--- config.mk ---
export PLATFORM = sky130hd
export DESIGN_NAME = dcs_regs
export DESIGN_NICKNAME = d
export VERILOG_FILES = /design/src/verilog/dcs_pkg.sv /design/src/verilog/dcs_regs.sv
export SDC_FILE = /design/constraint.sdc
export NUM_CORES = 1
export LEC_CHECK = 0
export ABC_AREA = 1
export BUFFER_PORTS_ARGS = -buffer_cell sky130_fd_sc_hd__buf_2
export CAP_MARGIN = 20
export CORE_ASPECT_RATIO = 1.5
export CORE_UTILIZATION = 44
export CTS_CLUSTER_SIZE = 16
export DETAILED_ROUTE_END_ITERATION = 8
export HOLD_SLACK_MARGIN = 0.1
export PLACE_DENSITY = 0.92
export SYNTH_ARGS = -nofsm -noshare
export SYNTH_HDL_FRONTEND = slang
export SYNTH_SLANG_ARGS = --single-unit
--- constraint.sdc ---
create_clock -name CLK -period 1.54 [get_ports CLK]
set_input_delay 0.154 -clock CLK [delete_from_list [all_inputs] [get_ports CLK]]
set_output_delay 0.154 -clock CLK [all_outputs]
set_load 0.02 [all_outputs]
--- src/verilog/dcs_pkg.sv ---
// constants for the device control and status register word
package dcs_pkg;
    // ------------------------------------------------------------
    // register map
    // ------------------------------------------------------------
    localparam logic [7:0] CTRL_STAT_OFS = 8'hc8;
    localparam logic [7:0] ADDR_MASK = 8'hfc;
    // ------------------------------------------------------------
    // control field positions
    // ------------------------------------------------------------
    localparam int CORR_EN_BIT = 0;
    localparam int NONFATAL_EN_BIT = 1;
    localparam int FATAL_EN_BIT = 2;
    localparam int UNSUP_EN_BIT = 3;
    localparam int RELAX_ORD_BIT = 4;
    localparam int PAYLOAD_LSB = 5;
    localparam int PAYLOAD_MSB = 7;
    localparam int EXT_TAG_BIT = 8;
    localparam int PHANTOM_BIT = 9;
    localparam int AUX_PM_BIT = 10;
    localparam int NO_SNOOP_BIT = 11;
    localparam int RD_REQ_LSB = 12;
    localparam int RD_REQ_MSB = 14;
    // ------------------------------------------------------------
    // status field positions
    // ------------------------------------------------------------
    localparam int CORR_DET_BIT = 16;
    localparam int NONFATAL_DET_BIT = 17;
    localparam int FATAL_DET_BIT = 18;
    localparam int UNSUP_DET_BIT = 19;
    localparam int AUX_DET_BIT = 20;
    localparam int PENDING_BIT = 21;
    // ------------------------------------------------------------
    // reset and fixed values
    // ------------------------------------------------------------
    localparam logic [3:0] ENABLES_RST = 4'h0;
    localparam logic [2:0] PAYLOAD_RST = 3'h0;
    localparam logic AUX_PM_RST = 1'b0;
    localparam logic [3:0] DETECT_RST = 4'h0;
    localparam logic AUX_DET_RST = 1'b1;
    localparam logic [2:0] RD_REQ_FIXED = 3'h0;
    localparam logic [2:0] PAYLOAD_CAP_SMALL = 3'h1;
    localparam logic [2:0] PAYLOAD_CAP_LARGE = 3'h2;
    localparam logic [1:0] HTRANS_NONSEQ = 2'h2;
    localparam logic [2:0] HSIZE_WORD = 3'h2;
    localparam logic [31:0] RDATA_RST = 32'h0010_0000;
endpackage

--- src/verilog/dcs_regs.sv ---
// device control and device status register word behind an ahb-lite slave
//
// Functional notes
// [RULE_01] bit 0 correctable reporting enable, reset 0
// [RULE_02] bit 1 non-fatal reporting enable, reset 0
// [RULE_03] bit 2 fatal reporting enable, reset 0
// [RULE_04] bit 3 unsupported request enable, reset 0
// [RULE_05] bit 4 relaxed ordering reads zero
// [RULE_06] payload field resets 0, clamps to capability
// [RULE_07] bits 8 and 9 read zero
// [RULE_08] bit 10 sticky aux power enable
// [RULE_09] bit 11 no snoop reads zero
// [RULE_10] read request size hardwired to zero
// [RULE_11] bit 16 correctable detected, write one clears
// [RULE_12] bit 17 non-fatal detected, write one clears
// [RULE_13] bit 18 fatal detected, write one clears
// [RULE_14] bit 19 unsupported detected, write one clears
// [RULE_15] bit 20 aux power present, reset 1
// [RULE_16] bit 21 transactions pending hardwired zero
// [RULE_17] capability 001 or 010 by strap
// [RULE_18] reserved bits read zero, ignore writes
// [RULE_19] detect pulse sets; set beats clear
//
// Register access over AHB-Lite was chosen for this implementation.
`timescale 1ns/100ps
`default_nettype none
module dcs_regs
(
    // clock and resets
    input wire logic CLK,
    input wire logic RST,
    input wire logic PWR_ON_RST,
    // ahb-lite slave
    input wire logic HSEL,
    input wire logic [31:0] HADDR,
    input wire logic [1:0] HTRANS,
    input wire logic HWRITE,
    input wire logic [2:0] HSIZE,
    input wire logic [31:0] HWDATA,
    input wire logic HREADY,
    output logic [31:0] HRDATA,
    output logic HREADYOUT,
    output logic HRESP,
    // port logic
    input wire logic LARGE_PAYLOAD_STRAP,
    input wire logic AUX_POWER_PRESENT,
    input wire logic CORR_ERR_PULSE,
    input wire logic NONFATAL_ERR_PULSE,
    input wire logic FATAL_ERR_PULSE,
    input wire logic UNSUP_REQ_PULSE,
    // control outputs
    output logic [3:0] REPORT_EN,
    output logic [2:0] MAX_PAYLOAD,
    output logic AUX_PM_EN
);
    // ------------------------------------------------------------
    // state
    // ------------------------------------------------------------
    typedef struct packed {
        logic wr_pend;
        logic [3:0] enables;
        logic [2:0] payload;
        logic [3:0] detect;
        logic aux_det;
        logic [31:0] rdata;
    } dcs_state_type;

    dcs_state_type st_r;
    dcs_state_type st_nxt;
    // sticky bit lives apart: only power-on reset clears it
    logic aux_pm_r;
    logic aux_pm_nxt;

    function automatic logic [2:0] dcs_clamp(input logic [2:0] req, input logic [2:0] cap);
        return (req > cap) ? cap : req;
    endfunction

    function automatic logic [31:0] dcs_word(input dcs_state_type s, input logic aux_pm);
        logic [31:0] w;
        w = 32'h0;
        w[dcs_pkg::UNSUP_EN_BIT:dcs_pkg::CORR_EN_BIT] = s.enables;
        w[dcs_pkg::PAYLOAD_MSB:dcs_pkg::PAYLOAD_LSB] = s.payload;
        w[dcs_pkg::AUX_PM_BIT] = aux_pm;
        w[dcs_pkg::RD_REQ_MSB:dcs_pkg::RD_REQ_LSB] = dcs_pkg::RD_REQ_FIXED;
        w[dcs_pkg::UNSUP_DET_BIT:dcs_pkg::CORR_DET_BIT] = s.detect;
        w[dcs_pkg::AUX_DET_BIT] = s.aux_det;
        return w;
    endfunction

    logic addr_hit;
    logic addr_phase;
    logic [2:0] payload_cap;
    logic [3:0] det_pulse;
    logic [3:0] det_clear;

    // ------------------------------------------------------------
    // next state
    // ------------------------------------------------------------
    always_comb
    begin
        st_nxt = st_r;
        aux_pm_nxt = aux_pm_r;
        addr_phase = HSEL && HREADY && (HTRANS == dcs_pkg::HTRANS_NONSEQ);
        addr_hit = ((HADDR[7:0] & dcs_pkg::ADDR_MASK) == dcs_pkg::CTRL_STAT_OFS)
            && (HADDR[31:8] == 24'h0);
        // [RULE_17] strap picks capability
        payload_cap = LARGE_PAYLOAD_STRAP ? dcs_pkg::PAYLOAD_CAP_LARGE
            : dcs_pkg::PAYLOAD_CAP_SMALL;
        det_pulse = {UNSUP_REQ_PULSE, FATAL_ERR_PULSE, NONFATAL_ERR_PULSE, CORR_ERR_PULSE};
        det_clear = 4'h0;
        st_nxt.aux_det = AUX_POWER_PRESENT;
        st_nxt.wr_pend = addr_phase && HWRITE && addr_hit;
        if (st_r.wr_pend)
        begin
            // [RULE_01] [RULE_02] [RULE_03] [RULE_04] enable bits
            st_nxt.enables = HWDATA[dcs_pkg::UNSUP_EN_BIT:dcs_pkg::CORR_EN_BIT];
            // [RULE_06] clamp payload
            st_nxt.payload = dcs_clamp(HWDATA[dcs_pkg::PAYLOAD_MSB:dcs_pkg::PAYLOAD_LSB],
                payload_cap);
            // [RULE_08] sticky aux enable
            aux_pm_nxt = HWDATA[dcs_pkg::AUX_PM_BIT];
            // [RULE_11] [RULE_12] [RULE_13] [RULE_14] write one clears
            det_clear = HWDATA[dcs_pkg::UNSUP_DET_BIT:dcs_pkg::CORR_DET_BIT];
        end
        // [RULE_19] set wins over clear
        st_nxt.detect = (st_r.detect & ~det_clear) | det_pulse;
        // read data is captured in the address phase so the data phase needs no wait
        if (addr_phase && !HWRITE && addr_hit)
        begin
            // [RULE_05] [RULE_07] [RULE_09] [RULE_10] [RULE_16] [RULE_18] zero fields
            st_nxt.rdata = dcs_word(st_r, aux_pm_r);
        end
        else if (addr_phase)
        begin
            st_nxt.rdata = 32'h0;
        end
    end

    // ------------------------------------------------------------
    // registers
    // ------------------------------------------------------------
    always_ff @(posedge CLK or posedge RST)
    begin
        if (RST)
        begin
            st_r.wr_pend <= 1'b0;
            st_r.enables <= dcs_pkg::ENABLES_RST;
            st_r.payload <= dcs_pkg::PAYLOAD_RST;
            st_r.detect <= dcs_pkg::DETECT_RST;
            // [RULE_15] aux present resets high
            st_r.aux_det <= dcs_pkg::AUX_DET_RST;
            st_r.rdata <= dcs_pkg::RDATA_RST;
        end
        else
        begin
            st_r <= st_nxt;
        end
    end

    // [RULE_08] survives the ordinary reset
    always_ff @(posedge CLK or posedge PWR_ON_RST)
    begin
        if (PWR_ON_RST)
        begin
            aux_pm_r <= dcs_pkg::AUX_PM_RST;
        end
        else
        begin
            aux_pm_r <= aux_pm_nxt;
        end
    end

    // ------------------------------------------------------------
    // outputs
    // ------------------------------------------------------------
    assign HRDATA = st_r.rdata;
    assign HREADYOUT = 1'b1;
    assign HRESP = 1'b0;
    assign REPORT_EN = st_r.enables;
    assign MAX_PAYLOAD = st_r.payload;
    assign AUX_PM_EN = aux_pm_r;
endmodule
`default_nettype wire

==> impl.org, run 1 <==
** Status
- Result of the run :: finished, violations left
- Violated checks :: design-rule violations

** Placement
- Count of placed standard cells including taps :: 315
- Routability-driven placement finished with a final weighted congestion of 0.744.
- Detailed placement ended at an HPWL of 2590 um.
- Buffers placed on the I/O ports in this run total 76.
- Pre-CTS setup slack :: 0.283 ns

** Global route
- Vias in the first global route :: 1,421
- Maximum number of pins on one net before global-route repair :: 27
- After global routing the overflow that remains totals 0.
- The number of antenna violations at the first check in global routing was 0.
- The first global-routing pass estimated 5500 um of wire.
- Across every metal layer, demand over resource in global routing totals 0.174.

** Detailed routing
- For this block, the via count after detailed routing is 1,484.
- Overall routed net length :: 3260 um
- Initial drt markers :: 39
- Using the TritonRoute via totals, the vias-per-cell ratio works out to 4.48.
- Final routed DRC violation total :: 2
- In this run the remaining antenna-violating nets after routing total 0.
- Dividing the detail-routed wire length by the instance count gives 9.85 um.
- The pre-antenna-repair detailed-routing pass consisted of 6 iterations.

** Finish
- The number of antenna diodes in the final layout is 0.
- Share of cells above drive strength 1 :: 0.319
- Net total in the final layout :: 372
- Non-filler cells in the finished layout :: 331
- Final Util :: 0.557
- The area growth from synthesis to layout is 21.6%.

** Logic synthesis
- Of the total synthesized cell area, the portion taken by XOR and XNOR cells is 0.
- Of the total synthesized cell area, the portion taken by full adders, half adders and majority gates is 0.0150.
- Simple-gate share of the synthesized area :: 0.326
- Area fraction in compound gates after synthesis :: 0.0225
- Mux share of post-synthesis cell area :: 0
- The share of synthesized area in the top cell type comes to 0.374.
- Post-synth top area cell :: sky130_fd_sc_hd__dfrtp_1
- Portion of the post-synthesis area used by sequential elements :: 0.406
- Averaged over all synthesized cells, the footprint is 7.63 sq um.
- Gate Count Post-Synth :: 219
- In the post-synthesis netlist, the biggest area contributors are sky130_fd_sc_hd__dfrtp_1, sky130_fd_sc_hd__buf_4, sky130_fd_sc_hd__nand2_1.
- Distinct cell type count of the synthesized netlist :: 18
- Post-synthesis sequential element count :: 27
- YS warnings :: 0
- Synthesized cell area :: 0.00167 sq mm
- Main combinational cell family by area after synthesis :: simple AND/OR/NAND/NOR gates

** Worst setup path
- The cell family contributing the most delay on the critical path is flip-flops.
- Type of the setup path with the least slack :: reg -> out
- The worst setup path is captured at a primary output.
- STA classifies the critical path startpoint as a flip-flop.
- Data required time at the worst endpoint :: 1.39 ns
- Worst reg-to-reg path cell count :: 3
- Worst r2r src :: st_r[44]
- For this run, the slowest stage of the critical path takes 0.53 ns.
- Number of cells on the critical path :: 1
- Buffering stage count on the worst path with inverters included :: 1
- Critical-path top delay cell :: sky130_fd_sc_hd__dfstp_2
- Data arrival time at the worst-slack endpoint :: 0.95 ns
- List of cells traversed by the critical path :: buf_2
- The most critical setup path has its endpoint at HRDATA[20].
- R2r endpoint :: MAX_PAYLOAD[1]
- Beginning of the critical path :: HRDATA[20]
- Crit path max fanout :: 2
- Register-to-register setup slack :: 0.45 ns

** Min path
- Hold/Removal Path Class :: in -> reg

** Die
- Die outline area :: 0.00405 sq mm
- The initial utilization of the core area, before any placement, comes to 0.458.
- Die Width :: 52.3 um
- The region available for standard cell placement spans 0.00365 sq mm.
- Ports placed on the boundary :: 123
- In this run the vertical extent of the chip is 77.5 um.
- Cell Rows :: 27

** CTS
- Inserted Clock Buffers :: 3
- TritonCTS built the clock tree.
- At the later pin of the worst-skew pair, clock insertion delay measures 0.26 ns.
- Clock tree synthesis found a total of 27 sinks.
- CTS built an H-tree with a depth of 1.
- Maximum buffer depth of the clock tree :: 2
- Cell chosen for the clock root :: sky130_fd_sc_hd__clkbuf_8
- After clock tree synthesis, the clock-pin slew on the worst setup and hold paths is 0.09 ns.

** Pwr
- Ratio of total power to cell area :: 645 mW/mm^2
- Reported leakage power :: 1.12 nW
- Overall power consumption :: 0.00131 W
- Worst ir drop on vdd :: 0.467 mV

** Timing
- Min Clock Period, post-route :: 1.10 ns
- Adding up every negative setup slack in the final design gives 0 ns.
- Worst clock skew :: 0.00220 ns
- Fin crit share :: 0.715
- Post-layout worst setup margin :: 0.439 ns
- Setup repair after global routing left no endpoint under its margin.
- Final Setup Violations :: 0
- Final hold violations :: 0
- The count of pins over their slew limit was 0.
- Top achievable clock speed :: 908 MHz

** Run
- Number of violations of the max-capacitance limit :: 0
-- flip-flops by register name, summed over array words and instances, names as in the netlist --
signal / flops
HRDATA: 13
st_r: 6
REPORT_EN: 4
MAX_PAYLOAD: 3
AUX_PM_EN: 1
-- kinds of logic (layout without fill, tap and decap cells) --
logic type	count (synthesis)	in the layout
simple gates	126	126
buf+inv	57	107
flops	27	27
compound gates	5	5
fa+ha+maj	2	2
other cells	2	21
-- report_power, final --
part	leakage (nW)	internal, W	total [W]	switching (W)
sequential	0.313	0.000711	0.000711	0.000000605
clock	0.0255	0.000180	0.000379	0.000199
combinational	0.782	0.0000939	0.000219	0.000125
total	1.12	0.000985	0.00131	0.000324
-- cells in the final DEF (no fill, tap or decap) --
| cell type | netlist | routed |
|---|---|---|
| sky130_fd_sc_hd__buf_2 | 0 | 76 |
| sky130_fd_sc_hd__nand2_1 | 66 | 66 |
| sky130_fd_sc_hd__nor2_1 | 34 | 34 |
| sky130_fd_sc_hd__dfrtp_1 | 25 | 25 |
| sky130_fd_sc_hd__conb_1 | 2 | 21 |
| sky130_fd_sc_hd__nand3_1 | 13 | 13 |
| sky130_fd_sc_hd__inv_1 | 12 | 12 |
| sky130_fd_sc_hd__dlygate4sd3_1 | 0 | 12 |
| sky130_fd_sc_hd__nand4_1 | 5 | 5 |
| sky130_fd_sc_hd__a21o_1 | 4 | 4 |
| sky130_fd_sc_hd__nand3_2 | 3 | 3 |
| sky130_fd_sc_hd__clkbuf_8 | 0 | 3 |
| sky130_fd_sc_hd__buf_4 | 42 | 3 |
| sky130_fd_sc_hd__dfstp_2 | 2 | 2 |
| sky130_fd_sc_hd__nor2_2 | 2 | 2 |
| sky130_fd_sc_hd__nor2_4 | 2 | 2 |
| sky130_fd_sc_hd__ha_1 | 2 | 2 |
| sky130_fd_sc_hd__o21bai_1 | 1 | 1 |
| sky130_fd_sc_hd__nand3b_1 | 1 | 1 |
| sky130_fd_sc_hd__clkinv_2 | 0 | 1 |
-- synthesized netlist by cell type --
master	n
sky130_fd_sc_hd__clkbuf_1	2
sky130_fd_sc_hd__ha_1	2
sky130_fd_sc_hd__dfstp_2	2
sky130_fd_sc_hd__a21o_1	4
sky130_fd_sc_hd__nand3b_1	1
sky130_fd_sc_hd__inv_1	12
sky130_fd_sc_hd__nor2_1	34
sky130_fd_sc_hd__nand4_1	5
sky130_fd_sc_hd__buf_4	42
sky130_fd_sc_hd__nand3_1	13
sky130_fd_sc_hd__dfrtp_1	25
sky130_fd_sc_hd__nor2_4	2
sky130_fd_sc_hd__conb_1	2
sky130_fd_sc_hd__nand3_2	3
sky130_fd_sc_hd__nor2_2	2
sky130_fd_sc_hd__o21bai_1	1
sky130_fd_sc_hd__nand2_1	66
sky130_fd_sc_hd__buf_6	1
-- per-stage QoR --
| stage | area, sq um | hold slack, ns |
|---|---|---|
| floorplan | 1740 | -0.117 |
| global placement | 1870 | -0.0132 |
| detailed placement | 1870 | -0.0108 |
| CTS | 2030 | 0.143 |
| global route | 2030 | 0.145 |
| finish | 2030 | 0.155 |
-- worst min path at each step --
stage | from | to | slack [ns] | depth (start not counted)
final | HREADY | st_r[44] | 0.15 | 3
after global placement | PWR_ON_RST | AUX_PM_EN | -0.01 | 2
after floorplan | PWR_ON_RST | AUX_PM_EN | -0.12 | 1
after global routing | HREADY | st_r[44] | 0.14 | 3
after CTS | HREADY | st_r[44] | 0.14 | 3
after detailed placement | PWR_ON_RST | AUX_PM_EN | -0.01 | 2
-- area by class of cell --
type | count | area, sq um
Fill cell | 353 | 1620
Multi-Input combinational cell | 154 | 686
Sequential cell | 27 | 678
Timing Repair Buffer | 91 | 523
Tap cell | 43 | 53.8
Inverter | 12 | 45.0
Clock buffer | 3 | 41.3
Clock inverter | 1 | 5.00
-- worst reg2reg max path: stages, from the launching register on --
cell                      delay, ns
sky130_fd_sc_hd__dfrtp_1       0.62
sky130_fd_sc_hd__inv_1         0.21
sky130_fd_sc_hd__nand2_1       0.11
sky130_fd_sc_hd__nand2_1       0.05
-- metal layers --
layer,GRT usage,share of wire,vias up
met4,0.0553,0,0
met2,0.333,0.55,62
met5,0,0,-
li1,-,-,754
met1,0.191,0.40,668
met3,0.00980,0.054,0
-- timing repair --
action                                 in CTS  in global routing
endpoints found under the hold margin      35                  0
hold buffers                               12                  0
buffers inserted                            0                  0
gates resized for setup                     0                  0
No activity file was read; power rests on OpenSTA's default activity.
==> run 2, diff against run 1 <==
ABC_AREA = 0   (was 1)
CORE_UTILIZATION = 35   (was 44)
PLACE_DENSITY = 0.81   (was 0.92)
clock period = 0.9 ns   (was 1.54 ns; I/O delays follow)
==> run 2 against run 1 <==
Effect of this change:
- the run ends with negative setup slack left
- global-route usage fell by 1.8 points
- final cell count shrank 15%
- die area grew 17%
- non-clock buffer count increased by 20
- clock power grew 79%
- sequential share of layout area fell by 5.4 points
- power rose by 80%
- count of clock-buffer cells in the layout increased by 1
- register-to-register slack worse by 0.53 ns
- via count down 15%
- combinational power increased by 110%
- critical path type unchanged
- largest power group unchanged
- highest routed layer is now met4
==> impl.org, run 2 <==
** Min path
- In this run the worst hold path is classified as in -> reg.

** Timing
- Min Clock Period, post-route :: 1.02 ns
- The number of hold-slack violations in the final timing report was 0 (unchanged).
- Setup repair after global routing could not meet its margin everywhere.
- Derived from the worst setup path, the maximum achievable clock frequency is 984 MHz.
- Dividing the final minimum period by the clock period gives 1.13.
- The number of setup violations in the final report came to 26 (+26).
- Pins over their slew limit :: 0 (unchanged)
- The worst clock skew on the final layout was 0.00480 ns (+0.00260 ns).
- Post-Route Setup TNS :: -1.49 ns (-1.49 ns)
- The slack of the critical path was -0.117 ns (-0.555 ns).

** CTS
- TritonCTS built the clock tree.
- The clock transition at the registers of the reported paths was 0.09 ns (about the same).
- Inserted Clock Buffers :: 3 (unchanged)
- The clock insertion delay at the later pin of the skew report came to 0.27 ns (about the same).
- Cell chosen for the clock root :: sky130_fd_sc_hd__clkbuf_8
- The CTS H-tree depth was 1 (unchanged).
- TritonCTS sink count :: 27 (unchanged)
- The clock tree buffer depth is 2 (unchanged).

** Worst setup path
- The critical path goes through buf_6.
- Data arrival time at the worst-slack endpoint :: 0.93 ns (-0.02 ns)
- For this design, the slowest cell found on the critical path is sky130_fd_sc_hd__dfstp_2.
- Type of the setup path with the least slack :: reg -> out
- The buffer and inverter count on the worst path is 1 (unchanged).
- Delay of the slowest cell on the worst path :: 0.55 ns (+0.02 ns)
- Critical Path Sink Type :: primary output
- Crit path max fanout :: 2 (unchanged)
- The worst setup path is launched from a flip-flop.
- Data required time at the worst endpoint :: 0.81 ns (-0.58 ns)
- Top cell family by delay on the critical path :: flip-flops

** Placement
- Count of placed standard cells including taps :: 252 (-20%)
- The total of buffers placed on input and output ports is 76 (unchanged).
- Placed Area :: 0.00190 sq mm (+1.6%)
- The detailed placer's ending HPWL was 2530 um (-2.1%).
- GP Congestion :: 0.698 (-6.2%)

** Global route
- The first-pass GRT wire length came to 5850 um (+6.4%).
- The met1 global-route usage is 0.160 (-0.0314).
- Global routing met2 resource utilization :: 0.303 (-0.0302)
- The number of antenna violations at the first check in global routing is 0 (unchanged).
- After global routing, the most crowded layer is met2.
- The total global routing track utilization was 0.156 (-0.0179).
- The largest net degree at the start of global routing came to 15 (-44%).
- Vias in the first global route :: 1,340 (-5.7%)
- Global routing usage on met3 :: 0.0171 (+0.00725)
- The global-route congestion overflow total was 0 (unchanged).

** Finish
- Non-filler cells in the finished layout :: 281 (-15%)
- Leaving out fill and tap cells, the most frequent cell in the layout is sky130_fd_sc_hd__buf_2.
- Compared with the post-synthesis result, the final layout area differs by 55.5%.
- Antenna diode instance count :: 0 (unchanged)
- The number of filler instances in the final layout came to 367 (+4.0%).
- Final design instance area without fill :: 0.00242 sq mm (+19%)
- The net total in the final layout was 319 (-14%).
- Flip-flop count of the largest register after layout :: 13 (unchanged)
- Share of cells above drive strength 1 :: 0.528 (+0.208)
- Highest-count cells in the layout ignoring fill and taps :: sky130_fd_sc_hd__buf_2, sky130_fd_sc_hd__buf_6, sky130_fd_sc_hd__dfrtp_1, sky130_fd_sc_hd__conb_1, sky130_fd_sc_hd__dlygate4sd3_1

** Detailed routing
- The count of unresolved DRC violations after routing came to 0 (-2).
- Overall routed net length :: 3630 um (+11%)
- The number of vias per cell after detailed routing is 4.49 (+0.25%).
- The detailed router's first-iteration violation count was 17 (-56%).
- The count of antenna-violating nets left after detailed routing was 0 (unchanged).
- The wire length per cell after detailed routing was 12.9 um (+31%).
- The overall via count from detail_route came to 1,263 (-15%).
- Number of detailed-routing iterations run before antenna repair :: 4 (-2)

** Logic synthesis
- Most instantiated library cell after synthesis :: sky130_fd_sc_hd__buf_4
- Sorting the synthesized cells by area gives the leading types as sky130_fd_sc_hd__dfrtp_1, sky130_fd_sc_hd__buf_4, sky130_fd_sc_hd__a31o_1.
- Syn avg cell area :: 10.6 sq um (+39%)
- Proportion of netlist area held by the largest area contributor :: 0.401 (+0.0270)
- YS warnings :: 0 (unchanged)
- Distinct cell type count of the synthesized netlist :: 29 (+11)
- Post-synth top area cell :: sky130_fd_sc_hd__dfrtp_1
- Counting instances in the post-synthesis netlist gives the leading cell types as sky130_fd_sc_hd__buf_4, sky130_fd_sc_hd__dfrtp_1, sky130_fd_sc_hd__and2_1.
- Synthesized cell area :: 0.00156 sq mm (-6.7%)
- The number of register bits inferred by synthesis is 27 (unchanged).
- Post-synth EDFFs :: 0 (unchanged)
- Gate Count Post-Synth :: 147 (-33%)
- Async S/R FF share, synth :: 1.00 (unchanged)
- The proportion of synthesized chip area in sequential cells came to 0.435 (+0.0293).
- Among all flip-flop cells after synthesis, the most frequent one is sky130_fd_sc_hd__dfrtp_1.

** Die
- Die Width :: 56.5 um (+8.0%)
- The core area came to 0.00425 sq mm (+16%).
- The die outline area is 0.00473 sq mm (+17%).
- The count of boundary I/O pins is 123 (unchanged).
- The chip height came to 83.7 um (+8.1%).
- The cell row count was 29 (+7.4%).
- The starting utilization of the core area is 0.367 (-0.0909).

** Pwr
- The static power due to leakage was 1.19 nW (+6.2%).
- The maximum vdd ir drop is 0.694 mV (+49%).
- Ratio of total power to cell area :: 975 mW/mm^2 (+51%)

** Run
- Number of violations of the max-capacitance limit :: 0 (unchanged)

** Status
- Result of the run :: finished, violations left
- Violated checks :: negative setup slack
-- run 2: cell count changes after synthesis, sizes merged, moves of 5 or more --
cell and delta:
nand3 -15, a31o +13, nor4 +6, nand2 -60
nor2 -37, inv -6, mux2 +5, and2 +13
-- run 2: area by class of cell --
class,instances,area [sq um],area share
clock buffer,4,45.0,0.0186
inverter,6,35.0,0.0145
sequential,27,678,0.280
multi-input combinational,87,708,0.292
timing repair buffer,111,900,0.371
tap,46,57.6,0.0237
-- run 2: layer usage --
metal	share of wire	wire length, um	vias to the layer above
met5	0	0	-
met4	0.013	49	0
met3	0.033	121	4
met2	0.57	2070	41
met1	0.38	1390	602
li1	-	-	616
-- run 2: through the flow --
step | hold slack, ns | setup slack (ns) | total power [W] | util
floorplan | -0.181 | -0.205 | 0.00149 | -
finish | 0.106 | -0.117 | 0.00236 | 0.571
CTS | 0.103 | -0.123 | 0.00236 | 0.550
global route | 0.112 | -0.199 | 0.00248 | 0.571
global placement | -0.0686 | -0.356 | 0.00159 | 0.447
detailed placement | -0.0722 | -0.402 | 0.00160 | 0.447
-- run 2: kinds of logic (layout without fill, tap and decap cells) --
group	count (synthesis)	count (layout)	share of synthesized area
fa+ha+maj	2	2	0.0160
other cells	2	21	0.00482
buf+inv	52	121	0.230
mux	5	5	0.0361
compound gates	22	22	0.114
simple gates	37	37	0.165
flops	27	27	0.435
-- run 2: worst min-delay path, cell delays in order --
cell and delay [ns]:
sky130_fd_sc_hd__buf_2 0.07, sky130_fd_sc_hd__inv_1 0.05, sky130_fd_sc_hd__nand3_1 0.06, sky130_fd_sc_hd__a31oi_1 0.07
-- run 2: final timing paths --
| path | from | end | slack (ns) | depth (start not counted) |
|---|---|---|---|---|
| setup / recovery | HRDATA[20] | HRDATA[20] | -0.12 | 1 |
| hold / removal | HWDATA[7] | MAX_PAYLOAD[1] | 0.11 | 4 |
| setup reg to reg | st_r[44] | REPORT_EN[0] | -0.08 | 2 |
| max in group asynchronous | RST | st_r[35] | 0.21 | 4 |
| hold reg to reg | st_r[35] | st_r[35] | 0.49 | 1 |
| min in group asynchronous | PWR_ON_RST | AUX_PM_EN | 0.18 | 3 |
-- run 2: report_power, final --
group          switching [W]  internal, W
registers         0.00000516      0.00122
logic               0.000232     0.000226
clock network       0.000361     0.000317
-- run 2: what timing repair did --
item,4_1_cts,5_1_grt
endpoints found under the setup margin,40,46
setup buffers,8,0
pin swaps,4,10
endpoints found under the hold margin,38,0
resized for setup,47,21
hold buffers,17,0
==> run 3, diff against run 2 <==
CTS_BUF_LIST = sky130_fd_sc_hd__clkbuf_16   (was unset)
REMOVE_ABC_BUFFERS = 1   (was unset)
==> run 3 against run 2 <==
Effect of this change:
- first-iteration DRC count grew 35%
- core utilization unchanged
- register-to-register slack lost 0.04 ns
- clock power increased by 44%
- critical path type is now reg -> reg
- the run still ends with negative setup slack left
- setup slack improved by 0.0015 ns
- highest routed layer unchanged
- critical path depth up 1
- clock skew down 0.0043 ns
- design area did not move
- power increased by 12%
- via count up 1.0%
==> impl.org, run 3 (synthesis results as in run 2) <==
** Timing
- RSZ-0062 raised after global routing :: true
- Fin crit share :: 1.13 (-0.00170)
- The number of hold-slack violations in the final timing report is 0 (unchanged).
- Post-Route Setup TNS :: -2.07 ns (-0.577 ns)
- The number of setup violations in the final report was 21 (-19%).
- Top achievable clock speed :: 985 MHz (+0.15%)
- The count of pins over their slew limit was 0 (unchanged).
- Min Clock Period, post-route :: 1.02 ns (-0.00153 ns)
- Worst clock skew :: 0.000496 ns (-0.00430 ns)
- Post-layout worst setup margin :: -0.115 ns (+0.00153 ns)
- Hold slack final :: 0.107 ns (+0.00120 ns)

** CTS
- Cell chosen for the clock root :: sky130_fd_sc_hd__clkbuf_16
- TritonCTS sink count :: 27 (unchanged)
- The clock transition at the registers of the reported paths was 0.06 ns (-0.03 ns).
- Maximum buffer depth of the clock tree :: 2 (unchanged)
- The clock insertion delay at the later pin of the skew report is 0.26 ns (about the same).
- CTS tree :: done
- Inserted Clock Buffers :: 3 (unchanged)
- Number of H-tree branching levels :: 1 (unchanged)

** Global route
- The met3 layer usage reported by global route was 0.0109 (-0.00620).
- First-pass GRT wire length :: 5600 um (-4.4%)
- Vias in the first global route :: 1,247 (-6.9%)
- Overall track demand over capacity in global routing :: 0.152 (-0.00389)
- Most crowded layer after global routing :: met2
- The number of antenna violations at the first check in global routing was 0 (unchanged).
- The largest net degree at the start of global routing came to 27 (+12).
- Fraction of met1 tracks used by global routing :: 0.169 (+0.00873)
- Global routing met2 resource utilization :: 0.282 (-0.0203)
- The global-route congestion overflow total is 0 (unchanged).

** Detailed routing
- Overall routed net length :: 3720 um (+2.3%)
- Initial drt markers :: 23 (+6)
- The wire length per cell after detailed routing was 13.4 um (+3.4%).
- The count of antenna-violating nets left after detailed routing was 0 (unchanged).
- The number of vias per cell after detailed routing is 4.59 (+2.1%).
- Via count :: 1,276 (+1.0%)
- The count of unresolved DRC violations after routing is 0 (unchanged).
- Number of detailed-routing iterations run before antenna repair :: 4 (unchanged)

** Placement
- The routability congestion estimate was 0.676 (-3.2%).
- Number of input and output port buffers inserted :: 76 (unchanged)
- The detailed placer's ending HPWL came to 2390 um (-5.5%).

** Worst setup path
- Critical-path top delay cell :: sky130_fd_sc_hd__dfrtp_2
- The largest stage delay on the critical path is 0.45 ns (-0.10 ns).
- Crit path max fanout :: 6 (+4)
- Worst reg-to-reg path cell count :: 2 (unchanged)
- In this run the critical register-to-register path is captured at AUX_PM_EN.
- Register-to-register setup slack :: -0.12 ns (-0.04 ns)
- Setup crit start kind :: flip-flop
- Beginning of the critical path :: st_r[44]
- List of cells traversed by the critical path :: buf_12, mux2_4
- The worst setup path is captured at a flip-flop.
- The critical path ends at AUX_PM_EN.
- Type of the setup path with the least slack :: reg -> reg
- Data required time at the worst endpoint :: 1.04 ns (+0.23 ns)
- The arrival time at the worst endpoint is 1.16 ns (+0.23 ns).
- The startpoint identified for the worst register-to-register timing path is st_r[44].

** Die
- The core area came to 0.00425 sq mm (unchanged).
- Cell Rows :: 29 (unchanged)
- The count of boundary I/O pins was 123 (unchanged).
- Die outline area :: 0.00473 sq mm (unchanged)
- Initial core utilization :: 0.367 (unchanged)
- The chip height is 83.7 um (unchanged).
- The die boundary width is 56.5 um (unchanged).

** Run
- Number of violations of the max-capacitance limit :: 0 (unchanged)

** Pwr
- Worst ir drop on vdd :: 0.828 mV (+19%)
- Overall power consumption :: 0.00266 W (+12%)
- Ratio of total power to cell area :: 1100 mW/mm^2 (+12%)
- Reported leakage power :: 1.22 nW (+2.3%)

** Finish
- Flip-flop count of the largest register after layout :: 13 (unchanged)
- Leaving out fill and tap cells, the most frequent cell in the layout is sky130_fd_sc_hd__buf_2.
- In the layout the commonest cells are sky130_fd_sc_hd__buf_2, sky130_fd_sc_hd__buf_6, sky130_fd_sc_hd__dfrtp_1, sky130_fd_sc_hd__conb_1.
- Antenna diode instance count :: 0 (unchanged)
- The share of final-layout standard cells stronger than drive strength 1 is 0.539 (+0.0111).
- The layout overhead on the synthesized area is 55.5% (unchanged).
- FILL cells :: 368 (+0.27%)
- The utilization of the core after routing is 0.571 (unchanged).
- Net total in the final layout :: 316 (-0.94%)

** Status
- The flow ran to the end, but the final reports show violations.
- Violated checks :: negative setup slack

** Min path
- Hold/Removal Path Class :: in -> reg
==> run 3: report_power, final <==
group / leakage (nW) / switching (W) / total [W] / internal, W
clock network: 0.0423 / 0.000384 / 0.000977 / 0.000594
registers: 0.340 / 0.00000451 / 0.00123 / 0.00122
logic: 0.835 / 0.000227 / 0.000453 / 0.000226
total: 1.22 / 0.000615 / 0.00266 / 0.00204
==> run 3: stage by stage <==
stage,setup WS [ns],cells,instance area (sq um)
after floorplan,-0.278,120,1290
after global placement,-0.392,252,1860
after global routing,-0.172,278,2420
after detailed placement,-0.447,252,1860
after CTS,-0.104,278,2240
final,-0.115,278,2420
==> run 3: timing repair <==
action	in CTS	in global routing
pin swaps	3	9
hold buffers	13	0
endpoints found under the hold margin	38	0
gates resized for setup	27	41
buffers inserted	9	0
endpoints found under the setup margin	29	42
gates cloned	0	1
==> run 3: layout make-up <==
| type | count | area, sq um | area share |
|---|---|---|---|
| timing repair buffer | 108 | 881 | 0.363 |
| sequential | 27 | 679 | 0.280 |
| tap | 46 | 57.6 | 0.0237 |
| multi-input combinational | 87 | 704 | 0.291 |
| inverter | 6 | 22.5 | 0.00929 |
| clock inverter | 1 | 3.75 | 0.00155 |
| clock buffer | 3 | 75.1 | 0.0310 |
==> run 3: routing by layer <==
layer | share of wire | routed length [um] | vias to the layer above
met3 | 0.038 | 142 | 7
li1 | - | - | 612
met1 | 0.34 | 1280 | 603
met5 | 0 | 0 | -
met2 | 0.59 | 2200 | 54
met4 | 0.024 | 89 | 0
==> run 3: worst min-delay path by stage <==
stage,start,end,slack [ns],cells past startpoint
after global placement,PWR_ON_RST,AUX_PM_EN,-0.08,2
final,HWDATA[16],st_r[33],0.11,3
after floorplan,PWR_ON_RST,AUX_PM_EN,-0.18,1
after CTS,HWDATA[16],st_r[33],0.10,3
after global routing,HWDATA[16],st_r[33],0.12,3
after detailed placement,PWR_ON_RST,AUX_PM_EN,-0.07,2
==> run 3: worst max-delay path: cells and delay by family, from the launching register on <==
family                 cells  cell delay [ns]
flip-flops                 1             0.45
multiplexers               1             0.29
buffers and inverters      1             0.16
